===== src/tax_pkg.sv =====
package tax_pkg;
    localparam int PTR_W = 21;
    localparam logic [PTR_W-1:0] PTR_ONE = 21'h000001;
    localparam logic [PTR_W-1:0] PTR_RST = 21'h000000;
    localparam logic [7:0] BYTE_ZERO = 8'h00;
    localparam logic [1:0] PH_Q1 = 2'h0;
    localparam logic [1:0] PH_Q2 = 2'h1;
    localparam logic [1:0] PH_Q3 = 2'h2;
    localparam logic [1:0] PH_Q4 = 2'h3;
    localparam logic [1:0] OPT_NONE = 2'h0;
    localparam logic [1:0] OPT_POSTINC = 2'h1;
    localparam logic [1:0] OPT_POSTDEC = 2'h2;
    localparam logic [1:0] OPT_PREINC = 2'h3;
    localparam logic [13:0] OPC_TBL_HI = 14'h0002;
    localparam logic [13:0] OPC_TBW_HI = 14'h0003;
    localparam logic [6:0] OPC_TST_HI = 7'h33;
    localparam logic [7:0] OPC_XORL_HI = 8'h0A;
    localparam logic [5:0] OPC_XORF_HI = 6'h06;
    localparam int BIT_A = 8;
    localparam int BIT_D = 9;
    localparam int FLAG_N = 1;
    localparam int FLAG_Z = 0;
    localparam logic [3:0] ACCESS_BANK = 4'h0;
    typedef enum logic [2:0] {OP_NONE, OP_TABLE_READ, OP_TABLE_WRITE, OP_TST, OP_XORL, OP_XORF} tax_op_t;
endpackage : tax_pkg


===== src/tax_decode.sv =====
`timescale 1ns/10ps
module tax_decode (
    input  wire logic [15:0]   instr_i,  // Instruction word
    output tax_pkg::tax_op_t   op_o,     // Decoded class
    output logic [1:0]         opt_o     // Pointer option
);
    always_comb begin
        op_o  = tax_pkg::OP_NONE;
        opt_o = instr_i[1:0];
        if (instr_i[15:2] == tax_pkg::OPC_TBL_HI) begin
            op_o = tax_pkg::OP_TABLE_READ;
        end else if (instr_i[15:2] == tax_pkg::OPC_TBW_HI) begin
            op_o = tax_pkg::OP_TABLE_WRITE;
        end else if (instr_i[15:9] == tax_pkg::OPC_TST_HI) begin
            op_o = tax_pkg::OP_TST;
        end else if (instr_i[15:8] == tax_pkg::OPC_XORL_HI) begin
            op_o = tax_pkg::OP_XORL;
        end else if (instr_i[15:10] == tax_pkg::OPC_XORF_HI) begin
            op_o = tax_pkg::OP_XORF;
        end
    end
endmodule : tax_decode


===== src/tax_core.sv =====
`timescale 1ns/10ps
module tax_core (
    input  wire logic                     SYS_CLK_I,      // 10 MHz clock
    input  wire logic                     SRST_I,         // Sync reset, high
    input  wire logic                     INSTR_VALID_I,  // Instruction offered
    input  wire logic [15:0]              INSTR_I,        // Instruction word
    input  wire logic                     NEXT_TWO_WORD_I,// Prefetched instr is two-word
    input  wire logic [7:0]               REG_RDATA_I,    // File register read data
    input  wire logic [3:0]               BANK_SELECT_REGISTER_I, // Bank select register
    input  wire logic [7:0]               PM_RDATA_I,     // Program memory byte
    input  wire logic                     PM_BUSY_I,      // Long write in progress
    output logic                          BUSY_O,         // Instruction executing
    output logic [1:0]                    PHASE_O,        // Current Q phase
    output logic [11:0]                   REG_ADDR_O,     // File register address
    output logic                          REG_WE_O,       // File register write
    output logic [7:0]                    REG_WDATA_O,    // File register write data
    output logic [7:0]                    WORKING_REGISTER_O, // Working register
    output logic [1:0]                    FLAGS_O,        // N and Z flags
    output logic                          FLUSH_O,        // Discard prefetched word
    output logic [20:0]                   PM_ADDR_O,      // Program memory byte address
    output logic                          PM_RD_O,        // Program memory read
    output logic                          PM_WR_O,        // Memory or holding write
    output logic [7:0]                    PM_WDATA_O,     // Table latch to memory
    output logic [7:0]                    TABLE_LATCH_O   // Table latch
);
    ////////////////////////////////////////////////////////////////////////
    typedef enum logic [2:0] {S_IDLE, S_EXEC, S_TBL2, S_SKIP1, S_SKIP2} tax_state_t;

    tax_state_t               state_q;
    tax_pkg::tax_op_t         op_dec, op_q;
    logic [1:0]               opt_dec, opt_q;
    logic [1:0]               phase_q;
    logic [15:0]              instr_q;
    logic [tax_pkg::PTR_W-1:0] table_pointer_q;
    logic [7:0]               table_latch_q;
    logic [7:0]               working_register_q;
    logic [7:0]               operand_q;
    logic [1:0]               flags_q;
    logic                     two_word_q;
    logic [7:0]               xor_res;
    logic                     wr_done_q;

    function automatic logic [1:0] nz_of(input logic [7:0] v);
        nz_of = {v[7], v == tax_pkg::BYTE_ZERO};
    endfunction : nz_of

    tax_decode u_dec (
        .instr_i (INSTR_I),
        .op_o    (op_dec),
        .opt_o   (opt_dec)
    );

    assign xor_res = working_register_q ^ (op_q == tax_pkg::OP_XORL ? instr_q[7:0] : operand_q);

    ////////////////////////////////////////////////////////////////////////
    // four-phase cycle
    always_ff @(posedge SYS_CLK_I) begin
        if (SRST_I || state_q == S_IDLE) begin
            phase_q <= tax_pkg::PH_Q1;
        end else begin
            phase_q <= phase_q + 2'h1;
        end
    end

    always_ff @(posedge SYS_CLK_I) begin
        if (SRST_I) begin
            state_q    <= S_IDLE;
            op_q       <= tax_pkg::OP_NONE;
            opt_q      <= tax_pkg::OPT_NONE;
            instr_q    <= 16'h0000;
            two_word_q <= 1'b0;
        end else begin
            unique case (state_q)
                S_IDLE: begin
                    if (INSTR_VALID_I && op_dec != tax_pkg::OP_NONE) begin
                        state_q    <= S_EXEC;
                        op_q       <= op_dec;
                        opt_q      <= opt_dec;
                        instr_q    <= INSTR_I;
                        two_word_q <= NEXT_TWO_WORD_I;
                    end
                end
                S_EXEC: begin
                    if (phase_q == tax_pkg::PH_Q4) begin
                        if (op_q == tax_pkg::OP_TABLE_READ || op_q == tax_pkg::OP_TABLE_WRITE) begin
                            state_q <= S_TBL2;
                        end else if (op_q == tax_pkg::OP_TST && operand_q == tax_pkg::BYTE_ZERO) begin
                            state_q <= S_SKIP1;
                        end else begin
                            state_q <= S_IDLE;
                        end
                    end
                end
                S_TBL2: begin
                    if (phase_q == tax_pkg::PH_Q4 && !(op_q == tax_pkg::OP_TABLE_WRITE && PM_BUSY_I)) begin
                        state_q <= S_IDLE;
                    end
                end
                S_SKIP1: begin
                    if (phase_q == tax_pkg::PH_Q4) begin
                        state_q <= two_word_q ? S_SKIP2 : S_IDLE;
                    end
                end
                S_SKIP2: begin
                    if (phase_q == tax_pkg::PH_Q4) begin
                        state_q <= S_IDLE;
                    end
                end
                default: state_q <= S_IDLE;
            endcase
        end
    end

    ////////////////////////////////////////////////////////////////////////
    // bank selection
    always_ff @(posedge SYS_CLK_I) begin
        if (SRST_I) begin
            REG_ADDR_O <= 12'h000;
            operand_q  <= tax_pkg::BYTE_ZERO;
        end else begin
            if (state_q == S_IDLE && INSTR_VALID_I) begin
                REG_ADDR_O <= {INSTR_I[tax_pkg::BIT_A] ? BANK_SELECT_REGISTER_I : tax_pkg::ACCESS_BANK, INSTR_I[7:0]};
            end
            if (state_q == S_EXEC && phase_q == tax_pkg::PH_Q2) begin
                operand_q <= REG_RDATA_I;
            end
        end
    end

    // xor result and flags, tables leave flags
    always_ff @(posedge SYS_CLK_I) begin
        if (SRST_I) begin
            working_register_q <= tax_pkg::BYTE_ZERO;
            flags_q            <= 2'h0;
            REG_WE_O           <= 1'b0;
            REG_WDATA_O        <= tax_pkg::BYTE_ZERO;
        end else begin
            REG_WE_O <= 1'b0;
            if (state_q == S_EXEC && phase_q == tax_pkg::PH_Q3) begin
                if (op_q == tax_pkg::OP_XORL) begin
                    working_register_q <= xor_res;
                    flags_q            <= nz_of(xor_res);
                end else if (op_q == tax_pkg::OP_XORF) begin
                    flags_q <= nz_of(xor_res);
                    if (instr_q[tax_pkg::BIT_D]) begin
                        REG_WE_O    <= 1'b1;
                        REG_WDATA_O <= xor_res;
                    end else begin
                        working_register_q <= xor_res;
                    end
                end
            end
        end
    end

    always_ff @(posedge SYS_CLK_I) begin
        if (SRST_I) begin
            FLUSH_O <= 1'b0;
        end else begin
            FLUSH_O <= state_q == S_EXEC && phase_q == tax_pkg::PH_Q4 && op_q == tax_pkg::OP_TST
                       && operand_q == tax_pkg::BYTE_ZERO;
        end
    end

    ////////////////////////////////////////////////////////////////////////
    // byte pointer, update options
    always_ff @(posedge SYS_CLK_I) begin
        if (SRST_I) begin
            table_pointer_q <= tax_pkg::PTR_RST;
        end else if (op_q == tax_pkg::OP_TABLE_READ || op_q == tax_pkg::OP_TABLE_WRITE) begin
            if (state_q == S_EXEC && phase_q == tax_pkg::PH_Q4 && opt_q == tax_pkg::OPT_PREINC) begin
                table_pointer_q <= table_pointer_q + tax_pkg::PTR_ONE;
            end else if (state_q == S_TBL2 && phase_q == tax_pkg::PH_Q4
                         && !(op_q == tax_pkg::OP_TABLE_WRITE && PM_BUSY_I)) begin
                if (opt_q == tax_pkg::OPT_POSTINC) begin
                    table_pointer_q <= table_pointer_q + tax_pkg::PTR_ONE;
                end else if (opt_q == tax_pkg::OPT_POSTDEC) begin
                    table_pointer_q <= table_pointer_q - tax_pkg::PTR_ONE;
                end
            end
        end
    end

    // one write per stretch
    // Without this the write would repeat, and restart a long write, every pass through Q3
    always_ff @(posedge SYS_CLK_I) begin
        if (SRST_I || state_q == S_IDLE) begin
            wr_done_q <= 1'b0;
        end else if (PM_WR_O) begin
            wr_done_q <= 1'b1;
        end
    end

    // bit 0 carried to memory as byte select; write latch out
    always_ff @(posedge SYS_CLK_I) begin
        if (SRST_I) begin
            PM_RD_O    <= 1'b0;
            PM_WR_O    <= 1'b0;
            PM_ADDR_O  <= tax_pkg::PTR_RST;
            PM_WDATA_O <= tax_pkg::BYTE_ZERO;
        end else begin
            PM_ADDR_O  <= table_pointer_q;
            PM_WDATA_O <= table_latch_q;
            PM_RD_O    <= state_q == S_TBL2 && phase_q == tax_pkg::PH_Q1 && op_q == tax_pkg::OP_TABLE_READ;
            PM_WR_O    <= state_q == S_TBL2 && phase_q == tax_pkg::PH_Q3 && op_q == tax_pkg::OP_TABLE_WRITE
                          && !wr_done_q;
        end
    end

    always_ff @(posedge SYS_CLK_I) begin
        if (SRST_I) begin
            table_latch_q <= tax_pkg::BYTE_ZERO;
        end else if (state_q == S_TBL2 && phase_q == tax_pkg::PH_Q3 && op_q == tax_pkg::OP_TABLE_READ) begin
            table_latch_q <= PM_RDATA_I;
        end
    end

    always_ff @(posedge SYS_CLK_I) begin
        if (SRST_I) begin
            BUSY_O             <= 1'b0;
            PHASE_O            <= tax_pkg::PH_Q1;
            WORKING_REGISTER_O <= tax_pkg::BYTE_ZERO;
            FLAGS_O            <= 2'h0;
            TABLE_LATCH_O      <= tax_pkg::BYTE_ZERO;
        end else begin
            BUSY_O             <= state_q != S_IDLE;
            PHASE_O            <= phase_q;
            WORKING_REGISTER_O <= working_register_q;
            FLAGS_O            <= flags_q;
            TABLE_LATCH_O      <= table_latch_q;
        end
    end
endmodule : tax_core


===== config.mk =====
export PLATFORM = sky130hd
export DESIGN_NAME = tax_core
export DESIGN_NICKNAME = d
export VERILOG_FILES = /design/src/tax_pkg.sv /design/src/tax_decode.sv /design/src/tax_core.sv
export SDC_FILE = /design/constraint.sdc
export NUM_CORES = 1
export LEC_CHECK = 0
export BUFFER_PORTS_ARGS = -buffer_cell sky130_fd_sc_hd__buf_2
export CAP_MARGIN = 30
export CORE_MARGIN = 4
export CORE_UTILIZATION = 54
export DETAILED_ROUTE_END_ITERATION = 10
export PLACE_DENSITY = 0.83
export SYNTH_ARGS = -nofsm -noshare
export SYNTH_HDL_FRONTEND = slang
export SYNTH_SLANG_ARGS = --single-unit

===== constraint.sdc =====
create_clock -name SYS_CLK_I -period 2.7 [get_ports SYS_CLK_I]
set_input_delay 0.54 -clock SYS_CLK_I [delete_from_list [all_inputs] [get_ports SYS_CLK_I]]
set_output_delay 0.54 -clock SYS_CLK_I [all_outputs]
set_load 0.1 [all_outputs]

==> out/metrics.csv, run 1 <==
metric,value,unit
pwr-share-seq,42.7,%
synth.cell_area,5410,um^2
hold_buffers,0,
async_reset_ff_share,0,%
crit_type,flip-flop to flip-flop,
dieArea,11700,um^2
min_period,2480,ps
drive_above_1_share,23.8,%
root_buffer,clkbuf_8,
synth_top_family_by_area,simple AND/OR/NAND/NOR gates,
wl_per_cell,14.2,um
required,3090,ps
max_stage_delay,600,ps
synth_common_cells,"dfxtp_1, nand2_1, nor2_1, a21oi_1, nor2b_1",
antenna_found_initial,0,
rsz0062_at_grt,false,
synthCells,593,
synth_xor_area_share,3.56,%
p_leak,2.93,nW
globalplace.congestion,0.868,
pwr-share-comb,4.3,%
core_area,9770,um^2
ant_nets,0,
arrival,2880,ps
outcome,"complete, no violations",
drcViolationCount,0,
period_share,92.0,%
p_clk_share,53.0,%
crit_buf_inv,0,
ys_top_cells_by_area,"dfxtp_1, mux2i_1, nor2b_1",
synth_top_area_share,48.9,%
synth_flop_cell,dfxtp_1,
cts_buffers,17,
syn_area_per_cell,9.12,um^2
swShare,21.1,%
worst_path_max_delay_cell,or4_4,
multi_input_area,2530,um^2
cp_max_fo,11,
grt_max_degree,67,
clock_latency,510,ps
htreeDepth,4,
synth_edf_count,0,
endpoint_kind,flip-flop,
cts_sinks,132,
vias,4474,
synth_compound_area_share,11.2,%
post-route-util,68.3,%
wirelength,12.0,mm
path_delay_family,simple AND/OR/NAND/NOR gates,
synthesis.nets,640,
synth-simple-area-share,24.4,%
ys_ff_latch,132,
io_pins,115,
tns,0,ps
path_cells,or4_4 > nor4_4 > nand3_1 > or3_1 > a21oi_1 > mux2_2,
fmax,0.403,GHz
start_util,55.3,%
dr.pass1.iters,5,
synthAdderAreaFrac,1.39,%
die_x,108,um
placement_rows,36,
port-buffer-count,114,
synthMuxAreaShare,6.22,%
start_kind,flip-flop,
viasPerCell,5.31,
skew,8.40,ps
cts_tree,built,
drt_first_iter_violations,315,
yosys.area.top_type,dfxtp_1,
post-dp-hpwl,8.50,mm
r2r_slack,220,ps
nets,743,
tightest_slew,726,ps
ys_types,56,
min_path_type,input port to flip-flop,
yosysMostFrequentCell,dfxtp_1,
setup_viol,0,
cts_buffer_depth,2,
cts_repair_resize_count,0,
power_density,690,nW/um^2
grt_pass1_wl,19.7,mm
switching_power,0.000975,W
grt_pass1_vias,4300,
relSlewSlack,51.6,%
p_int,0.00363,W
clkTransAtPathRegs,60,ps
num_antenna_cells,0,
regArea,2640,um^2
final-max-slew-violation-count,0,
grt-ovfl-total,0,
grt_use_total,21.2,%
hold_viol_final,0,
maxCapViolCount,0,
yosysWarnings,0,
ys_seq_area_share,48.9,%
fillers,779,
peakVddDrop,0.395,mV
postCtsSetupRepairBufs,0,
area_growth,23.5,%
die_h,108,um
-- through the flow --
stage / instance area (um^2) / setup slack [ps] / hold WS (ps) / total power (W) / cells
2_1_floorplan: 5410 / 360 / 434 / 0.00214 / 593
3_3_place_gp: 6040 / 204 / 438 / 0.00220 / 810
3_5_place_dp: 6040 / 170 / 444 / 0.00221 / 810
4_1_cts: 6680 / 226 / 233 / 0.00465 / 842
5_1_grt: 6680 / 119 / 242 / 0.00475 / 842
6_report: 6680 / 216 / 260 / 0.00461 / 842
-- power groups by stage --
stage	combinational, W	sequential [W]	clock (W)
floorplan	0.0000615	0.00208	0
global placement	0.000193	0.00201	0
detailed placement	0.000196	0.00201	0
CTS	0.000197	0.00197	0.00249
global route	0.000211	0.00197	0.00257
finish	0.000197	0.00197	0.00244
-- kinds of logic after synthesis --
| group | after synthesis |
|---|---|
| flops | 132 |
| mux | 33 |
| simple gates | 248 |
| buf+inv | 52 |
| compound gates | 100 |
| fa+ha+maj | 6 |
| xor+xnor | 22 |
-- cells in the final DEF, fill, tap and decap left out, drive strengths merged, types with 6 or more instances in the layout --
cell type,n
dfxtp,132
buf,127
nand2,60
nor2,50
a21oi,50
nor2b,42
mux2i,28
xnor2,21
clkbuf,20
nand3,19
or3,18
o21ai,17
inv,10
nor3,9
nor4,9
nand4,8
o22a,8
or4,7
ha,6
-- metal layers --
layer / routed length (um) / vias to the layer above / GRT usage (%)
met4: 108 / 0 / 7.03
li1: - / 2264 / -
met3: 611 / 11 / 5.43
met5: 0 / - / 0
met2: 5910 / 126 / 36.5
met1: 5330 / 2073 / 25.7
-- registers in the layout, indices dropped and copies added, names as in the netlist --
register	cells
table_pointer_q	21
operand_q	8
TABLE_LATCH_O	8
table_latch_q	8
FLAGS_O	2
phase_q	2
FLUSH_O	1
flags_q	2
PHASE_O	2
working_register_q	8
PM_WR_O	1
opt_q	1
state_q	3
REG_ADDR_O	12
WORKING_REGISTER_O	8
PM_RD_O	1
wr_done_q	1
REG_WE_O	1
two_word_q	1
REG_WDATA_O	8
PM_ADDR_O	21
BUSY_O	1
op_q	3
instr_q	8
-- worst paths after layout --
check	to	cells past startpoint	start
worst max-delay path	table_pointer_q[18]	6	table_pointer_q[5]
worst min-delay path	table_latch_q[0]	2	PM_RDATA_I[0]
worst max register to register	table_pointer_q[18]	6	table_pointer_q[5]
worst min register to register	REG_ADDR_O[11]	2	REG_ADDR_O[11]
-- cell type report --
| type | count | area share (%) |
|---|---|---|
| repair buffers | 127 | 10.0 |
| multi-input cells | 409 | 37.8 |
| clock buffers | 20 | 6.52 |
| well taps | 133 | 2.49 |
| flip-flops and latches | 132 | 39.6 |
| inverters | 9 | 0.506 |
| clock inverters | 12 | 3.03 |
Note: power is estimated with default switching activity, not from simulation.
==> run 2: changes to the inputs <==
==> constraint.sdc (replaced) <==
create_clock -name SYS_CLK_I -period 2.7 [get_ports SYS_CLK_I]
set_input_delay 0.27 -clock SYS_CLK_I [delete_from_list [all_inputs] [get_ports SYS_CLK_I]]
set_output_delay 0.27 -clock SYS_CLK_I [all_outputs]
set_load 0.1 [all_outputs]
==> out/metrics.csv, run 2 (synthesis gave the netlist of run 1 again) <==
metric,value,unit,change
outcome,"complete, no violations",,
r2r_slack,200,ps,-20 ps
cp_max_fo,11,,unchanged
wl_per_cell,14.6,um,+2.6%
required,3090,ps,about the same
min_path_type,input port to flip-flop,,
fin_ws,200,ps,-15.4 ps
antenna_found_initial,0,,unchanged
io_pins,115,,unchanged
path_delay_family,simple AND/OR/NAND/NOR gates,,
dieArea,11700,um^2,unchanged
endpoint_kind,flip-flop,,
cts_buffers,17,,unchanged
rr_worst_depth,6,,unchanged
hold_end,REG_ADDR_O[10],,
viasPerCell,5.44,,+2.4%
crit_buf_inv,0,,unchanged
num_antenna_cells,0,,unchanged
peakVddDrop,0.414,mV,+4.8%
grt_max_degree,90,,+34%
placement_rows,36,,unchanged
relSlewSlack,43.0,%,-8.6 points
final-max-slew-violation-count,0,,unchanged
grt_pass1_wl,20.0,mm,+1.4%
holdWs,29.1,ps,-231 ps
min_period,2500,ps,+15.4 ps
start_kind,flip-flop,,
skew,6.62,ps,-1.78 ps
post-dp-hpwl,8.50,mm,about the same
min_path_cells,3,,+1
r2r_end,table_pointer_q[18],,
setup_viol,0,,unchanged
drive_above_1_share,23.0,%,-0.86 points
start_util,55.3,%,unchanged
dp_worst_setup_slack,242,ps,+71.4 ps
clkTransAtPathRegs,60,ps,about the same
nets,752,,+1.2%
wirelength,12.4,mm,+3.7%
vias,4631,,+3.5%
grt_use_total,21.5,%,+0.35 points
cts_buffer_depth,2,,unchanged
dr.pass1.iters,5,,unchanged
drt_first_iter_violations,240,,-24%
max_stage_delay,610,ps,about the same
grt_pass1_vias,4331,,+0.72%
core_area,9770,um^2,unchanged
port-buffer-count,114,,unchanged
cts_sinks,132,,unchanged
power_density,660,nW/um^2,-4.3%
path_cells,or4_4 > nor4_4 > nand3_1 > or3_1 > a21oi_1 > mux2_2,,
largestRegisters,"PM_ADDR_O: 21 flops, table_pointer_q: 21 flops, REG_ADDR_O: 12 flops",,
worst_path_max_delay_cell,or4_4,,
p_leak,2.95,nW,+0.62%
crit_type,flip-flop to flip-flop,,
grt-ovfl-total,0,,unchanged
area_growth,24.6,%,
period_share,92.6,%,+0.57 points
drcViolationCount,0,,unchanged
hold_viol_final,0,,unchanged
cts_tree,built,,
timing.rr.start,table_pointer_q[5],,
final_common_cell,dfxtp_1,,
rsz0062_at_grt,false,,
arrival,2890,ps,about the same
tightest_slew,855,ps,+129 ps
root_buffer,clkbuf_8,,
globalplace.congestion,0.865,,-0.31%
tns,0,ps,unchanged
ant_nets,0,,unchanged
min_from,BANK_SELECT_REGISTER_I[2],,
clock_latency,500,ps,about the same
htreeDepth,4,,unchanged
final_cell_mix,"dfxtp_1, buf_2, nand2_1",,
die_h,108,um,unchanged
maxCapViolCount,0,,unchanged
die_x,108,um,unchanged
fmax,0.400,GHz,-0.62%
## run 2: changes by cell type in the layout (fill, tap and decap cells not counted)
cell | previous run | this run
mux2i_2 | 0 | 1
buf_4 | 14 | 10
bufinv_16 | 5 | 3
inv_6 | 1 | 0
clkbuf_1 | 2 | 3
clkinv_2 | 2 | 4
clkinv_4 | 3 | 1
clkbuf_8 | 2 | 4
mux2i_1 | 28 | 27
dlygate4sd3_1 | 0 | 13
## run 2: final cells by class
class	instances	area (um^2)
Clock inverter	9	126
Fill cell	750	3040
Clock buffer	23	467
Sequential cell	132	2640
Timing Repair Buffer	136	771
Inverter	9	33.8
Tap cell	133	166
Multi-Input combinational cell	409	2530
## run 2: repair_timing
action	CTS	global route
setup buffers	0	0
endpoints found under the setup margin	0	1
gates resized for setup	0	1
hold buffers	13	0
endpoints found under the hold margin	13	0
## run 2: power breakdown
group | switching [W] | total (W) | leakage, nW | internal [W]
combinational | 0.000148 | 0.000208 | 1.59 | 0.0000606
sequential | 0.00000764 | 0.00197 | 1.06 | 0.00196
clock | 0.000794 | 0.00227 | 0.292 | 0.00148
total | 0.000950 | 0.00445 | 2.95 | 0.00350
## run 2: per-layer routing
layer  track usage (%)  vias to the layer above  wire (um)
li1                  -                     2277          -
met1              26.0                     2171       5230
met2              37.0                      172       6210
met3              5.97                       11        830
met4              7.03                        0        139
met5                 0                        -          0
## run 2: how the worst max path moves through the flow
stage                                  start                  end  slack [ps]  depth (start not counted)
after global routing                 op_q[2]           flags_q[0]          20                          7
after CTS                 table_pointer_q[5]  table_pointer_q[18]         200                          6
final                     table_pointer_q[5]  table_pointer_q[18]         200                          6
after floorplan           table_pointer_q[6]  table_pointer_q[18]         380                          7
after global placement    table_pointer_q[5]  table_pointer_q[18]         290                          6
after detailed placement  table_pointer_q[5]  table_pointer_q[18]         240                          6
## run 2: per-stage QoR
| stage | area (um^2) | power [W] | cells | utilization [%] |
|---|---|---|---|---|
| floorplan | 5410 | 0.00214 | 593 | - |
| global placement | 6010 | 0.00220 | 806 | 61.5 |
| detailed placement | 6010 | 0.00220 | 806 | 61.5 |
| CTS | 6730 | 0.00448 | 851 | 68.9 |
| global route | 6740 | 0.00458 | 851 | 68.9 |
| finish | 6740 | 0.00445 | 851 | 68.9 |
## run 2: worst reg2reg max path: stages, from the launching register on
cell     delay [ps]
dfxtp_1         400
or4_4           610
nor4_4          370
nand3_1         180
or3_1           330
a21oi_1         160
mux2_2          350
==> run 3: changes to the inputs <==
Clock period 2.7 ns to 2.79 ns, I/O delays scaled along.
==> out/metrics.csv, run 3 (synthesis gave the netlist of run 1 again) <==
metric,value,unit,change
setup_viol,0,,unchanged
ant_nets,0,,unchanged
final-max-slew-violation-count,0,,unchanged
multi_input_area,2530,um^2,-0.15%
fillers,787,,+4.9%
crit_type,flip-flop to flip-flop,,
tightest_slew,815,ps,-40.3 ps
tns,0,ps,unchanged
min_period,2540,ps,+42.0 ps
grt-ovfl-total,0,,unchanged
maxCapViolCount,0,,unchanged
drt-met1-wl,5.20,mm,-0.48%
port-buffer-count,114,,unchanged
final_common_cell,dfxtp_1,,
num_antenna_cells,0,,unchanged
dieArea,11700,um^2,unchanged
placement_rows,36,,unchanged
grt_pass1_wl,20.4,mm,+1.8%
nets,749,,-0.40%
core_area,9770,um^2,unchanged
cp_max_fo,11,,unchanged
path_cells,or4_4 > nor4_4 > nand3_1 > or3_1 > a21oi_1 > mux2_2,,
worst_path_max_delay_cell,or4_4,,
final_cell_mix,"dfxtp_1, buf_2, nand2_1",,
wl_per_cell,14.7,um,+1.1%
relSlewSlack,45.7,%,+2.7 points
skew,8.83,ps,+2.21 ps
period_share,91.1,%,-1.5 points
regArea,2640,um^2,unchanged
post-dp-hpwl,8.62,mm,+1.5%
endpoint_kind,flip-flop,,
io_pins,115,,unchanged
cts_buffer_depth,2,,unchanged
start_kind,flip-flop,,
min_path_type,input port to flip-flop,,
top_layer_used,met4,,
dp_worst_setup_slack,295,ps,+53.3 ps
path_delay_family,simple AND/OR/NAND/NOR gates,,
cts_sinks,132,,unchanged
grt_use_total,21.6,%,+0.075 points
globalplace.congestion,0.885,,+2.3%
arrival,2940,ps,+50 ps
die_x,108,um,unchanged
viasPerCell,5.48,,+0.69%
clock_latency,520,ps,+20 ps
outcome,"complete, no violations",,
grt_pass1_vias,4459,,+3.0%
p_leak,2.95,nW,about the same
clkTransAtPathRegs,60,ps,about the same
htreeDepth,4,,unchanged
crit_buf_inv,0,,unchanged
start_util,55.3,%,unchanged
peakVddDrop,0.406,mV,-2.0%
drcViolationCount,0,,unchanged
total_power,0.00440,W,-1.0%
fmax,0.393,GHz,-1.7%
vias,4641,,+0.22%
fin_ws,248,ps,+48.0 ps
drive_above_1_share,22.7,%,-0.29 points
area_growth,24.7,%,about the same
required,3190,ps,+100 ps
wl_met2,6.24,mm,+0.45%
met3_length,849,um,+2.3%
dr.pass1.iters,5,,unchanged
cts_tree,built,,
cts_repair_resize_count,0,,unchanged
hold_viol_final,0,,unchanged
max_stage_delay,610,ps,about the same
largestRegisters,"PM_ADDR_O: 21 flops, table_pointer_q: 21 flops, REG_ADDR_O: 12 flops",,
cts_buffers,17,,unchanged
power_density,653,nW/um^2,-1.1%
wirelength,12.5,mm,+0.60%
rsz0062_at_grt,false,,
antenna_found_initial,0,,unchanged
die_h,108,um,unchanged
root_buffer,clkbuf_8,,
grt_max_degree,82,,-8.9%
drt_first_iter_violations,291,,+21%
## run 3: changes by cell type in the layout (fill, tap and decap cells not counted)
cell,delta
mux2i_1,+1
clkinv_2,-1
mux2i_2,-1
buf_4,-3
clkbuf_1,-1
dlygate4sd3_1,-1
bufinv_16,+1
buf_12,+1
## run 3: layer usage
metal	vias to the layer above	track usage [%]
met5	-	0
met4	0	7.30
met3	19	5.73
met2	188	37.8
met1	2175	25.6
li1	2259	-
## run 3: path summary, 6_finish.rpt
path                                       endpoint  depth (start not counted)          startpoint  slack, ps
worst min-delay path               table_latch_q[1]                          2       PM_RDATA_I[1]         10
worst min register to register        REG_ADDR_O[9]                          2       REG_ADDR_O[9]        460
worst max register to register  table_pointer_q[18]                          6  table_pointer_q[5]        250
worst max-delay path            table_pointer_q[18]                          6  table_pointer_q[5]        250
## run 3: timing repair
action	4_1_cts	5_1_grt
hold endpoints to repair	12	0
hold buffers	12	0
buffers inserted	0	0
## run 3: cell type report
type	count	area share, %
Clock buffer	22	6.87
Clock inverter	9	2.25
Inverter	9	0.501
Multi-Input combinational cell	409	37.5
Sequential cell	132	39.2
Tap cell	133	2.47
Timing Repair Buffer	133	11.2
## run 3: per-stage QoR
stage	util, %	cell area, um^2	hold WS (ps)	cells
detailed placement	61.5	6010	449	804
floorplan	-	5410	415	593
global route	69.0	6740	15.3	847
CTS	69.0	6740	3.70	847
global placement	61.5	6010	440	804
finish	69.0	6740	9.76	847
## run 3: worst register-to-register path, stage by stage (launching register included)
cell,delay (ps)
dfxtp_1,400
or4_4,610
nor4_4,380
nand3_1,170
or3_1,340
a21oi_1,170
mux2_2,360
## run 3: power breakdown
| group | total, W | internal [W] | switching, W |
|---|---|---|---|
| Combinational | 0.000202 | 0.0000596 | 0.000142 |
| Sequential | 0.00191 | 0.00190 | 0.00000773 |
| Clock | 0.00229 | 0.00151 | 0.000781 |
